[config.mk]
export PLATFORM = sky130hd
export DESIGN_NAME = osp_top
export DESIGN_NICKNAME = d
export VERILOG_FILES = /design/src/osp_pkg.sv /design/src/osp_top.sv
export VERILOG_INCLUDE_DIRS = /design/src
export SDC_FILE = /design/constraint.sdc
export NUM_CORES = 2
export LEC_CHECK = 0
export BUFFER_PORTS_ARGS = -buffer_cell sky130_fd_sc_hd__buf_2
export CAP_MARGIN = 20
export CORE_MARGIN = 4
export CORE_UTILIZATION = 45
export CTS_BUF_LIST = sky130_fd_sc_hd__clkbuf_4 sky130_fd_sc_hd__clkbuf_8
export DETAILED_ROUTE_END_ITERATION = 16
export PLACE_DENSITY_LB_ADDON = 0.15
export SLEW_MARGIN = 20
export SYNTH_ARGS = -nofsm -noshare
export SYNTH_HDL_FRONTEND = slang
export SYNTH_SLANG_ARGS = --single-unit
[constraint.sdc]
create_clock -name clk -period 14.65 [get_ports clk]
set_input_delay 0.7325 -clock clk [delete_from_list [all_inputs] [get_ports clk]]
set_output_delay 0.7325 -clock clk [all_outputs]
set_load 0.005 [all_outputs]
[src/osp_cfg.svh]
`ifndef OSP_CFG_SVH
`define OSP_CFG_SVH
// ****************************************
// Register offsets
// ****************************************
`define OSP_A_PC1     8'h00
`define OSP_A_PC2     8'h01
`define OSP_A_PC3     8'h02
`define OSP_A_TC      8'h03
`define OSP_A_DON     8'h05
`define OSP_A_DOF     8'h06
`define OSP_A_VOS     8'h07
`define OSP_A_CLS     8'h08
`define OSP_A_RUN     8'h15
`define OSP_A_ST      8'h16
// ****************************************
// Reset values
// ****************************************
`define OSP_R_PC1     8'h1F
`define OSP_R_PC2     8'h00
`define OSP_R_PC3     8'h00
`define OSP_R_TC      8'h11
`define OSP_R_DON     8'h00
`define OSP_R_DOF     8'h00
`define OSP_R_VOS     8'h28
`define OSP_R_CLS     8'hF0
`define OSP_R_RUN     8'h00
`define OSP_R_ST      8'hFF
// ****************************************
// Field positions (status and enables)
// ****************************************
`define OSP_B_OV      0
`define OSP_B_UV      1
`define OSP_B_OC      2
`define OSP_B_OT      3
`define OSP_B_TR      4
`define OSP_B_PG      5
`define OSP_B_LAT_VUC 5
`define OSP_B_LAT_OT  6
`define OSP_B_LAT_TR  7
`define OSP_B_PG_LO   6
// ****************************************
// Setpoint map, levels in 12.5 mV units
// ****************************************
`define OSP_C_SUB1    8'h78
`define OSP_C_SUB2    8'hFA
`define OSP_L_BASE1   9'h028
`define OSP_L_BASE2   9'h0A0
`define OSP_L_BASE3   9'h1A4
`define OSP_L_OV_MIN  10'h050
`define OSP_L_TRK     10'h014
// ****************************************
// Percentages
// ****************************************
`define OSP_P_UNIT    8'h64
`define OSP_P_OV_BASE 8'h6E
`define OSP_P_UV_BASE 8'h4B
`define OSP_P_STEP    8'h05
`define OSP_P_PG_HI   8'h6E
`define OSP_P_PG_LO0  8'h5A
`define OSP_P_PG_LO1  8'h5F
// ****************************************
// Timing
// ****************************************
`define OSP_CLK_MHZ     125
`define OSP_DLY_TICK_US 1000
`define OSP_RETRY_MS    130
`define OSP_DLY_TICK_CYC (`OSP_DLY_TICK_US * `OSP_CLK_MHZ)
`define OSP_RETRY_CYC   (`OSP_RETRY_MS * 1000 * `OSP_CLK_MHZ)
`define OSP_MCLK_CYC    125
`endif

[src/osp_pkg.sv]
package osp_pkg;
	typedef struct packed {
		logic [7:0] addr;
		logic [7:0] wdata;
		logic       wr;
		logic       rd;
	} osp_bus_req_t;
	typedef enum logic [2:0] {
		S_OFF, S_ON_DLY, S_RAMP_UP, S_STEADY, S_OFF_DLY, S_RAMP_DN, S_TRIP
	} osp_state_t;
endpackage

[src/osp_top.sv]
// Summary of operation
// - 256 setpoint codes span 0.5 V to 5.5 V
// - Three sub-ranges: 12.5, 25, 50 mV steps
// - Written setpoint code becomes regulation target
// - Nonzero slope lowers output as current rises
// - Delays and slew rates are software programmable
// - Wait turn-on delay before ramping up
// - Slewed turn-off delay ends at zero output
// - Unslewed turn-off delay ends with switches off
// - Ramps move in 12.5 mV steps
// - Step duration divides the master clock
// - Protection states readable in status register
// - Thresholds scale with the active setpoint
// - Each protection latching, non-latching or disabled
// - Non-latching trips retry every 130 ms
// - Latching trips stay off, restart conditions
// - Events grouped as warnings, faults, errors
// - Reset reloads all setup register defaults
// - Tripped protection drives its status bit low
//
// The address map and the plain strobed port were chosen for this implementation.
`include "osp_cfg.svh"
`timescale 1ns/1ps
`default_nettype none
module osp_top #(
	parameter int unsigned DLY_TICK_CYC = `OSP_DLY_TICK_CYC,
	parameter int unsigned RETRY_CYC    = `OSP_RETRY_CYC,
	parameter int unsigned MCLK_CYC     = `OSP_MCLK_CYC
) (
	input  wire logic                 clk,
	input  wire logic                 rst_n,
	input  wire osp_pkg::osp_bus_req_t bus_req,
	output logic [7:0]                rd_data,
	input  wire logic                 mclk_pin,
	input  wire logic [9:0]           vout_meas,
	input  wire logic [7:0]           iout_meas,
	input  wire logic                 ot_hot,
	output logic [8:0]                vref_lvl,
	output logic                      hs_en,
	output logic                      ls_en,
	output logic                      pgood_o,
	output logic                      pgood_oe,
	output logic                      ramp_done
);
	// ****************************************
	// Functions
	// ****************************************
	function automatic logic [8:0] code2lvl(input logic [7:0] c);
		logic [7:0] d;
		d = 8'h00;
		if (c <= `OSP_C_SUB1) begin
			return `OSP_L_BASE1 + {1'b0, c};
		end else if (c <= `OSP_C_SUB2) begin
			d = c - `OSP_C_SUB1;
			return `OSP_L_BASE2 + {d, 1'b0};
		end
		d = c - `OSP_C_SUB2;
		return `OSP_L_BASE3 + {d[6:0], 2'b00};
	endfunction

	function automatic logic [17:0] scl(input logic [9:0] v, input logic [7:0] k);
		return 18'(v) * 18'(k);
	endfunction

	// ****************************************
	// Registers and bus
	// ****************************************
	logic [7:0] pc1, pc2, pc3, tc, turn_on_delay_reg, turn_off_delay_reg, output_setpoint_reg, current_limit_reg, run, st;
	osp_pkg::osp_state_t state, next_state;
	logic [31:0] dly_cnt, next_dly;
	logic [8:0]  cur_lvl, next_lvl;
	logic [3:0]  step_cnt;
	logic [4:0]  trip_mask;
	logic        trip_lat, trip_pend, run_cyc, ov_hold;
	logic [2:0]  mclk_sync;

	wire wr_hit = bus_req.wr;
	wire wr_st  = wr_hit && bus_req.addr == `OSP_A_ST;
	wire [7:0] rd_mux =
		bus_req.addr == `OSP_A_PC1 ? pc1 :
		bus_req.addr == `OSP_A_PC2 ? pc2 :
		bus_req.addr == `OSP_A_PC3 ? pc3 :
		bus_req.addr == `OSP_A_TC  ? tc  :
		bus_req.addr == `OSP_A_DON ? turn_on_delay_reg :
		bus_req.addr == `OSP_A_DOF ? turn_off_delay_reg :
		bus_req.addr == `OSP_A_VOS ? output_setpoint_reg :
		bus_req.addr == `OSP_A_CLS ? current_limit_reg :
		bus_req.addr == `OSP_A_RUN ? run :
		bus_req.addr == `OSP_A_ST  ? st  : 8'h00;

	// Defaults come back only through reset; nothing is kept across power loss
	always_ff @(posedge clk) begin
		if (!rst_n) begin
			pc1 <= `OSP_R_PC1;
			pc2 <= `OSP_R_PC2;
			pc3 <= `OSP_R_PC3;
			tc  <= `OSP_R_TC;
			turn_on_delay_reg <= `OSP_R_DON;
			turn_off_delay_reg <= `OSP_R_DOF;
			output_setpoint_reg <= `OSP_R_VOS;
			current_limit_reg <= `OSP_R_CLS;
			run <= `OSP_R_RUN;
		end else if (wr_hit) begin
			unique case (bus_req.addr)
				`OSP_A_PC1: pc1 <= bus_req.wdata;
				`OSP_A_PC2: pc2 <= bus_req.wdata;
				`OSP_A_PC3: pc3 <= bus_req.wdata;
				`OSP_A_TC:  tc  <= bus_req.wdata;
				`OSP_A_DON: turn_on_delay_reg <= bus_req.wdata;
				`OSP_A_DOF: turn_off_delay_reg <= bus_req.wdata;
				`OSP_A_VOS: output_setpoint_reg <= bus_req.wdata;
				`OSP_A_CLS: current_limit_reg <= bus_req.wdata;
				`OSP_A_RUN: run <= bus_req.wdata;
				default: ;
			endcase
		end
	end

	always_ff @(posedge clk) begin
		if (!rst_n) begin
			rd_data <= 8'h00;
		end else begin
			rd_data <= bus_req.rd ? rd_mux : 8'h00;
		end
	end

	// ****************************************
	// Setpoint, droop and thresholds
	// ****************************************
	wire [8:0]  set_lvl = code2lvl(output_setpoint_reg);
	wire [11:0] droop_w = 12'(iout_meas) * 12'(current_limit_reg[3:0]);
	wire [8:0]  droop   = {1'b0, droop_w[11:4]};
	wire [8:0]  next_vref = cur_lvl > droop ? cur_lvl - droop : 9'h000;
	wire [2:0]  ov_sel  = pc2[2] ? 3'h4 : pc2[2:0];
	wire [7:0]  ov_pct  = `OSP_P_OV_BASE + 8'(ov_sel) * `OSP_P_STEP;
	wire [7:0]  uv_pct  = `OSP_P_UV_BASE + 8'(pc2[5:4]) * `OSP_P_STEP;
	wire [7:0]  pg_lo   = pc2[`OSP_B_PG_LO] ? `OSP_P_PG_LO1 : `OSP_P_PG_LO0;
	wire [17:0] v_scl   = scl(vout_meas, `OSP_P_UNIT);
	wire [9:0]  lvl10   = {1'b0, set_lvl};
	// Thresholds move with every setpoint change
	wire ov_raw = v_scl > scl(lvl10, ov_pct) && vout_meas > `OSP_L_OV_MIN;
	wire uv_raw = v_scl < scl(lvl10, uv_pct);
	wire pg_in  = v_scl >= scl(lvl10, pg_lo) && v_scl <= scl(lvl10, `OSP_P_PG_HI);
	wire oc_raw = iout_meas >= {current_limit_reg[7:4], 4'h0} && uv_raw;
	wire [9:0] trk_d = vout_meas > {1'b0, cur_lvl} ?
		vout_meas - {1'b0, cur_lvl} : {1'b0, cur_lvl} - vout_meas;
	wire tr_raw = trk_d > `OSP_L_TRK;

	// ****************************************
	// Protection classification
	// ****************************************
	wire on_st = state inside {osp_pkg::S_RAMP_UP, osp_pkg::S_STEADY,
		osp_pkg::S_OFF_DLY, osp_pkg::S_RAMP_DN};
	wire steady = state == osp_pkg::S_STEADY;
	wire [4:0] raw_vec = {tr_raw && state == osp_pkg::S_RAMP_UP, ot_hot,
		oc_raw && on_st, uv_raw && steady, ov_raw && on_st};
	wire [4:0] trip_vec = state == osp_pkg::S_TRIP ? 5'h00 : raw_vec & pc1[4:0];
	wire any_trip = |trip_vec;
	// Errors and fast faults drop the high side at once, and the low side too except on OV; UV and OT ramp down unless fall_n is zero
	wire fast_trip = trip_vec[`OSP_B_OV] | trip_vec[`OSP_B_OC] | trip_vec[`OSP_B_TR];
	wire lat_new = ((trip_vec[`OSP_B_OV] | trip_vec[`OSP_B_UV] | trip_vec[`OSP_B_OC])
		& pc1[`OSP_B_LAT_VUC]) | (trip_vec[`OSP_B_OT] & pc1[`OSP_B_LAT_OT])
		| (trip_vec[`OSP_B_TR] & pc1[`OSP_B_LAT_TR]);
	// Only OV and OT can persist once switches are off
	wire [4:0] cause_now = {3'b000, ot_hot, ov_raw} & trip_mask;
	wire st_clear = &st[4:0] | ~|(~st[4:0] & trip_mask);
	wire restart = run[0] && cause_now == 5'h00 && dly_cnt == 32'h0 &&
		(!trip_lat || st_clear || run_cyc);
	wire [4:0] next_st = ((st[4:0] | (wr_st ? bus_req.wdata[4:0] : 5'h00) |
		(state == osp_pkg::S_TRIP && restart && !trip_lat ? trip_mask : 5'h00))
		& ~trip_vec);

	always_ff @(posedge clk) begin
		if (!rst_n) begin
			st <= `OSP_R_ST;
		end else begin
			st <= {2'b11, steady && pg_in, next_st};
		end
	end

	// ****************************************
	// Master clock divider
	// ****************************************
	always_ff @(posedge clk) begin
		if (!rst_n) begin
			mclk_sync <= 3'h0;
		end else begin
			mclk_sync <= {mclk_sync[1:0], mclk_pin};
		end
	end

	wire mclk_rise = mclk_sync[1] && !mclk_sync[2];
	wire [3:0] fall_n = tc[7:4];
	wire [3:0] step_len = state == osp_pkg::S_RAMP_DN ? fall_n : tc[3:0];
	wire step_tick = mclk_rise && step_cnt >= step_len;

	always_ff @(posedge clk) begin
		if (!rst_n || state != next_state) begin
			step_cnt <= 4'h0;
		end else if (mclk_rise) begin
			step_cnt <= step_tick ? 4'h0 : step_cnt + 4'h1;
		end
	end

	// ****************************************
	// Sequencer
	// ****************************************
	wire [31:0] ramp_cyc = 32'(cur_lvl) * (32'(fall_n) + 32'h1) * MCLK_CYC;
	wire [8:0]  lvl_up = cur_lvl + 9'h001;
	wire [8:0]  lvl_dn = cur_lvl - 9'h001;
	wire [8:0]  lvl_trk = cur_lvl < set_lvl ? lvl_up :
		cur_lvl > set_lvl ? lvl_dn : cur_lvl;

	always_comb begin
		next_state = state;
		next_dly   = dly_cnt == 32'h0 ? 32'h0 : dly_cnt - 32'h1;
		next_lvl   = cur_lvl;
		unique case (state)
			osp_pkg::S_OFF: begin
				next_lvl = 9'h000;
				if (run[0]) begin
					next_state = osp_pkg::S_ON_DLY;
					next_dly   = 32'(turn_on_delay_reg) * DLY_TICK_CYC;
				end
			end
			osp_pkg::S_ON_DLY: begin
				if (!run[0]) begin
					next_state = osp_pkg::S_OFF;
				end else if (dly_cnt == 32'h0) begin
					next_state = osp_pkg::S_RAMP_UP;
				end
			end
			osp_pkg::S_RAMP_UP, osp_pkg::S_STEADY: begin
				if (step_tick) begin
					next_lvl = lvl_trk;
				end
				if (!run[0]) begin
					next_state = osp_pkg::S_OFF_DLY;
					next_dly   = 32'(turn_off_delay_reg) * DLY_TICK_CYC;
				end else if (state == osp_pkg::S_RAMP_UP && cur_lvl == set_lvl) begin
					next_state = osp_pkg::S_STEADY;
				end
			end
			osp_pkg::S_OFF_DLY: begin
				// Pre-ramp wait only stays positive if the off delay covers the ramp
				if (fall_n == 4'h0) begin
					if (dly_cnt == 32'h0) begin
						next_state = osp_pkg::S_OFF;
					end
				end else if (dly_cnt <= ramp_cyc) begin
					next_state = osp_pkg::S_RAMP_DN;
				end
			end
			osp_pkg::S_RAMP_DN: begin
				if (cur_lvl == 9'h000) begin
					next_state = trip_pend ? osp_pkg::S_TRIP : osp_pkg::S_OFF;
					next_dly   = RETRY_CYC;
				end else if (step_tick) begin
					next_lvl = lvl_dn;
				end
			end
			osp_pkg::S_TRIP: begin
				next_lvl = 9'h000;
				if (!run[0] && dly_cnt == 32'h0) begin
					next_state = osp_pkg::S_OFF;
				end else if (restart) begin
					next_state = osp_pkg::S_ON_DLY;
					next_dly   = 32'(turn_on_delay_reg) * DLY_TICK_CYC;
				end else if (dly_cnt == 32'h0 && !trip_lat) begin
					next_dly = RETRY_CYC;
				end
			end
		endcase
		if (any_trip) begin
			next_dly = RETRY_CYC;
			if (fast_trip || fall_n == 4'h0) begin
				next_state = osp_pkg::S_TRIP;
				next_lvl   = 9'h000;
			end else begin
				next_state = osp_pkg::S_RAMP_DN;
			end
		end
	end

	always_ff @(posedge clk) begin
		if (!rst_n) begin
			state     <= osp_pkg::S_OFF;
			dly_cnt   <= 32'h0;
			cur_lvl   <= 9'h000;
			trip_mask <= 5'h00;
			trip_lat  <= 1'b0;
			trip_pend <= 1'b0;
			run_cyc   <= 1'b0;
			ov_hold   <= 1'b0;
		end else begin
			state     <= next_state;
			dly_cnt   <= next_dly;
			cur_lvl   <= next_lvl;
			trip_mask <= any_trip ? trip_vec : trip_mask;
			trip_lat  <= any_trip ? lat_new : trip_lat;
			trip_pend <= any_trip ? 1'b1 : (state == osp_pkg::S_RAMP_DN ? trip_pend : 1'b0);
			run_cyc   <= any_trip ? 1'b0 : (run_cyc | !run[0]);
			ov_hold   <= any_trip ? trip_vec[`OSP_B_OV] :
				(next_state == osp_pkg::S_TRIP && ov_hold);
		end
	end

	// ****************************************
	// Outputs
	// ****************************************
	wire next_on = next_state inside {osp_pkg::S_RAMP_UP, osp_pkg::S_STEADY,
		osp_pkg::S_OFF_DLY, osp_pkg::S_RAMP_DN};
	wire next_ov = any_trip ? trip_vec[`OSP_B_OV] : next_state == osp_pkg::S_TRIP && ov_hold;

	always_ff @(posedge clk) begin
		if (!rst_n) begin
			vref_lvl  <= 9'h000;
			hs_en     <= 1'b0;
			ls_en     <= 1'b0;
			pgood_o   <= 1'b0;
			pgood_oe  <= 1'b1;
			ramp_done <= 1'b0;
		end else begin
			vref_lvl  <= next_vref;
			hs_en     <= next_on;
			// OV keeps the low side on to drain the output filter
			ls_en     <= next_on || next_ov;
			pgood_o   <= 1'b0;
			pgood_oe  <= !(steady && pg_in);
			ramp_done <= state == osp_pkg::S_RAMP_UP && next_state == osp_pkg::S_STEADY;
		end
	end
endmodule // osp_top
`default_nettype wire

# == Word level (Yosys, flattened, before mapping) ==
# Index checks and enable logic that the tools add are counted.
# op_classes
n_addsub,15
n_mul,12
div_mod_pow,0
order_cmp,15
n_eq_ne,23
shifts,0
n_mux,58
bitwise_logic,20
reduce_logical,57
# op_table
cell,n
$mux 32,7
$pmux 32 s4,1
$mux 9,10
$mux 8,10
$mux 3,15
$mul 8x14->22 const B,2
$mul 9x8->17,2
$le 32x21->1,1
$logic_not 32->1,1
$sub 32x1->32 const B,1
$pmux 9 s3,1
$eq 8x3->1 const B,3
$mux 24,1
$reduce_and 2->1,11
$logic_and 1x1->1,21
$mul 14x7->21 const B,1
$eq 3x3->1 const B,6
$pmux 3 s6,1
$ge 17x16->1,1
$gt 17x17->1,1
$le 17x16->1,1
$lt 17x17->1,1
$eq 8x2->1 const B,2
$eq 8x5->1 const B,2
other kinds (62),97
# word_totals
register_bits,161
latch_bits,0
mem_bits_rw,0
romBits,0
mem_count,0

# == Depth between registers and ports, before layout ==
# depth
depth_word,21
mapped_depth,42
ltp_nobuf,41

# == Least setup slack after synthesis ==
# OpenSTA, ideal clock, no wires.
# synth_path
kind,register to register
startpoint,register tc[5]
endpoint,register step_cnt[0]
setup_time_ps,92
t_arrival_ps,9826
required_time_ps,14558
path_slack_ps,4733
path_stages_with_launch,43
path_buffers,1
synth_period_minus_slack_ps,9917
path_cell_list,dfxtp_1 > ha_1 > and3_1 > clkbuf_1 > nand2_1 > fa_1 > inv_1 > fa_1 > fa_1 > ha_1 > nor2b_1 > o21ai_0 > a21boi_0 > o21ai_0 > a21boi_0 > o21ai_0 > nor2b_1 > xnor2_1 > (+7 left out) > ha_1 > and3_1 > a21oi_1 > o21a_1 > a21oi_1 > a211oi_1 > a21oi_1 > xnor2_1 > ha_1 > and3_1 > nand3_1 > or4_1 > a2111oi_0 > nor3_1 > o22ai_1 > o21ai_0 > xnor2_1 > nor4_1
# synth_between
elab_chain_len,10
word_cells_on_any_way,17
classes_between,add/sub (1); mul (2); order compare (2); eq/ne (1); mux (7); reduce/logical (4)
# synth_rtl
element,line,source
from (decl),osp_top.sv:68,"logic [7:0] pc1, pc2, pc3, tc, turn_on_delay_reg, turn_off_delay_reg, output_setpoint_reg, current_limit_reg, ..."
from (signal assigned),osp_top.sv:97,tc <= `OSP_R_TC;
from (signal assigned),osp_top.sv:108,`OSP_A_TC: tc <= bus_req.wdata;
$add 4x1->5,osp_top.sv:208,wire [31:0] ramp_cyc = 32'(cur_lvl) * (32'(fall_n) + 32'h1) * MCLK_CYC;
$mul 9x5->14,osp_top.sv:208,
$mul 14x7->21,osp_top.sv:208,
$le 32x21->1,osp_top.sv:250,end else if (dly_cnt <= ramp_cyc) begin
$mux 3,osp_top.sv:250,
$mux 3,osp_top.sv:246,if (fall_n == 4'h0) begin
$pmux 3 s6,osp_top.sv:218,unique case (state)
$mux 3,osp_top.sv:274,if (any_trip) begin
$ne 3x3->1,osp_top.sv:198,if (!rst_n || state != next_state) begin
$logic_or 1x1->1,osp_top.sv:198,
to (signal assigned),osp_top.sv:201,step_cnt <= step_tick ? 4'h0 : step_cnt + 4'h1;
to (decl),osp_top.sv:72,logic [3:0] step_cnt;
# Parallel ways exist; a longest one is shown, timed or not.
# A chain may end at the register's enable or synchronous reset.

# == Final worst setup path ==
# layout_path
startpoint,register tc[4]
endpoint,register step_cnt[2]
# Same word-level chain as after synthesis.

==> results by stage <==
Outcome:
- The run finished with clean final reports.

STA:
- The clock arrives with 0.0230 ns of skew.
- Setup violations remaining at the end of the flow were counted as 0.
- For the finished layout, the period the worst path requires is 11.69 ns.
- The relative max-transition margin is 18.7%.
- After routing, the total negative slack on setup checks comes to 0 ns.
- The worst setup slack after layout is 2.96 ns.
- Setup repair after global routing left no endpoint under its margin.
- The transition time of the tightest slew-check pin is ~1.2 ns.
- The count of final hold-check violations is 0.
- After layout, the worst path uses 79.8% of the clock period.
- The maximum achievable frequency is 0.0856 GHz.
- The final count of pins violating max slew was 0.

Synthesis:
- After Yosys synthesis, full adders, half adders and majority gates account for roughly 40% of the synthesized area.
- The area of the mapped netlist is 27700 um2.
- The number of storage elements in the synthesis netlist is 159.
- Summing the areas of all xor and xnor instances in the mapped netlist gives 5.78% of the synthesized area.
- The area share of the largest cell type after synthesis is 23.4%.
- Summing the areas of all compound-gate instances in the mapped netlist gives 16.6% of the synthesized area.
- The cell count after synthesis came out at between 3000 and 4000.
- After synthesis, the largest family of logic cells by area is adder cells.
- The fraction of the mapped netlist area in simple logic gates is around 17%.
- The net count after synthesis is 4131.
- The Yosys step of the flow raised 0 warnings.
- The prevailing post-synth register cell is dfxtp_1.
- The number of different library cells used by synthesis comes to 93.
- The part of the Yosys area used for sequential elements is a little under an eighth.
- The number of synthesized flops with an enable pin is 0.
- The mux cell area share after synthesis is 1.63%.
- The library cell with the largest summed area after synthesis is ha_1.
- Yosys attributes the largest share of cell area to ha_1 (23%), fa_1 (16%), dfxtp_1 (11%), inv_1 (6.6%), nand2_1 (3.8%).
- For this run, asynchronously set or reset flops after synthesis account for 0%.
- The average footprint of a synthesized cell is 8.28 um2.

Routing:
- The detailed router placed 24200 vias in this run.
- For this block, the routed nets add up to 81100 um of wire.
- The DRC marker count from the first detailed-route iteration is approximately 1800.
- After detailed routing, the number of vias per cell comes to slightly below 6.
- After detailed routing, the average wire length per cell comes to 19.5 um.
- In this run the remaining antenna-violating nets after routing total 0.
- For this run, design rule violations remaining after detail routing come to 0.
- The number of search-and-repair iterations in the first detailed-routing pass is 6.

Worst setup path:
- The kind of capture point of the worst setup path is a register.
- For the worst flop-to-flop path, the logic depth is about 40.
- The worst register-to-register path begins at tc[4].
- The data arrival time of the critical path is 12.10 ns.
- In this design, the critical path's most frequently occurring cell is ha_1.
- The critical-path cell with the highest stage delay is dfxtp_1.
- In this run the worst path has a maximum fanout of 13.
- The setup path with the least slack is of type reg -> reg.
- The data required time of the critical path is 15.06 ns.
- The startpoint type of the worst setup path is a register.
- Across all register-to-register paths, the minimum setup slack is between 2 and 3 ns.
- The largest single stage delay on the critical path is 0.64 ns.
- The endpoint of the worst-slack reg-to-reg timing path is step_cnt[2].

Finish:
- The fill cell instance count of the final layout is 5894.
- The post-route netlist has 5.64% of its cells at a drive strength greater than 1.
- The final cell utilization of the core is 48.2%.
- The most common cell after layout, fill and taps aside is ha_1.
- The number of flip-flops under the largest register name is 32.
- In the layout the commonest cells are ha_1 (519), inv_1 (485), nand2_1 (278).
- In the final layout, the registers with the most flip-flops are dly_cnt x32, cur_lvl x9, vref_lvl x9.
- The largest register by flop count is dly_cnt.
- The area growth from synthesis to layout is 5.49%.
- The total number of nets in the final design is 4138.
- The filler-free cell count of the finished design is 4152.

Clock tree:
- In this run the post-CTS setup repair buffer count came out at 0.
- After clock tree synthesis, the clock-pin slew on the worst setup and hold paths is around 0.10 ns.
- The CTS sink count is between 150 and 200.
- The clock buffer count from CTS is 17.
- In this run the number of H-tree levels came out at 4.
- TritonCTS built the clock tree.
- The number of resized instances in the post-cts repair step is 0.
- The root buffer cell chosen for the clock tree is clkbuf_8.
- Clock latency on the worst-skew pair, taken at its later pin, is about 0.52 ns.
- The number of hold buffers added after CTS is 0.
- Counting along the longest clock path gives a buffer depth of 2.

Placement:
- OpenSTA, run right after detailed placement, puts the worst setup slack at approximately 3.1 ns.
- The total half-perimeter wirelength after legalization and detailed placement is 65100 um.
- In this run, placement finished with an instance count of 4116.
- The count of buffers added on input and output ports is 60.
- The weighted congestion reported at the end of routability-driven placement is 0.892.

Floorplan:
- The floorplan step defined a die boundary enclosing 65600 um2.
- The floorplan step set the die height to approximately 260 um.
- The count of standard-cell rows is 90.
- The starting density of the core is 45.7%.
- During I/O placement, the number of pins put on the boundary was 62.
- The area of the core region is about 61000 um2.
- The horizontal die dimension is 256 um.

Job:
- The max-capacitance violation count is 0.

GRT:
- Entering global routing, the biggest net connects 74 pins.
- The initial antenna violation count is 4.
- The first global-routing pass estimated approximately 130000 um of wire.
- The number of global-route vias before repair is between 20000 and 25000.
- Summed over all layers, the global routing overflow is 0.
- In the global route stage, overall resource usage came out at 24.3%.

Worst hold path:
- The worst hold path was traced through 2 stages.
- The startpoint identified for the worst hold timing path is mclk_pin.
- The endpoint of the worst hold-timing path is mclk_sync[0].
- The class of the most critical hold timing path is in -> reg.

Pwr:
- The power per unit of standard cell area is 66.3 nW/um2.
- The static leakage is 14.6 nW.
- Across the VDD grid, the largest voltage drop is 0.0000744 V.
[through the flow]
| step | hold WS (ns) | power, mW | instance area (um2) |
|---|---|---|---|
| finish | 0.433 | 1.94 | 29200 |
| global route | 0.411 | 2.07 | 29200 |
| CTS | 0.420 | 1.92 | 29200 |
| detailed placement | 0.447 | 1.57 | 28800 |
| global placement | 0.440 | 1.56 | 28800 |
| floorplan | 0.412 | 1.24 | 27700 |
[power by group]
group          total (mW)  internal, mW  switching, mW
Combinational        1.05         0.395          0.658
Clock               0.342         0.140          0.202
Sequential          0.542         0.474         0.0679
Total                1.94          1.01          0.928
[Yosys cell counts (16+ instances only)]
cell / number
nor4_1: 29
nand3_1: 98
a21o_1: 49
and2_1: 66
nand2b_1: 35
o21ai_0: 118
o211ai_1: 23
o21bai_1: 25
a31oi_1: 21
xor2_1: 66
or2_2: 19
o21a_1: 37
ha_1: 519
xnor2_1: 117
a211oi_1: 30
inv_1: 485
fa_1: 226
nor2_1: 219
a221oi_1: 16
nand2_1: 278
nand4_1: 28
or3_1: 18
nor2b_1: 30
mux2i_1: 36
clkbuf_1: 94
a21oi_1: 192
nor3_1: 50
dfxtp_1: 159
and3_1: 20
[cell type report]
type,count,area (um2),share of cell area [%]
repair buffers,93,548,1.87
flip-flops and latches,159,3180,10.9
well taps,782,978,3.35
diodes,4,10.0,0.0342
multi-input cells,2593,22300,76.3
inverters,489,1840,6.28
clock buffers,17,234,0.800
clock inverters,15,149,0.509
[critical path, delay by kind of cell, from the launching register on]
family | cells | cell delay, ns
buffers and inverters | 3 | 0.15
adder cells (fa/ha/maj) | 11 | 4.53
AND/OR/NAND/NOR | 9 | 2.10
XOR/XNOR | 5 | 1.41
flip-flops | 1 | 0.64
AO/OA/AOI/OAI | 13 | 2.77
[cell families after synthesis]
logic type | Yosys count
AO/OA/AOI/OAI | 680
other | 2
AND/OR/NAND/NOR | 940
buffers and inverters | 594
adder cells (fa/ha/maj) | 747
multiplexers | 41
XOR/XNOR | 183
flip-flops | 159
[worst max-delay path by stage]
stage,startpoint,endpoint,slack (ns),cells past startpoint
final,tc[4],step_cnt[2],2.96,41
after global routing,tc[4],step_cnt[2],1.99,41
after CTS,tc[4],step_cnt[2],3.01,41
after detailed placement,tc[4],step_cnt[2],3.09,41
after global placement,tc[4],step_cnt[3],3.46,41
after floorplan,tc[5],step_cnt[0],4.73,42
[metal layers]
metal | global-route usage, % | vias to the layer above | share of wire [%]
li1 | - | 11500 | -
met1 | 35.8 | 11700 | 48
met4 | 4.89 | 0 | 1.6
met3 | 2.79 | 113 | 6.3
met5 | 0 | - | 0
met2 | 38.6 | 799 | 44
No activity file was read; power rests on OpenSTA's default activity.
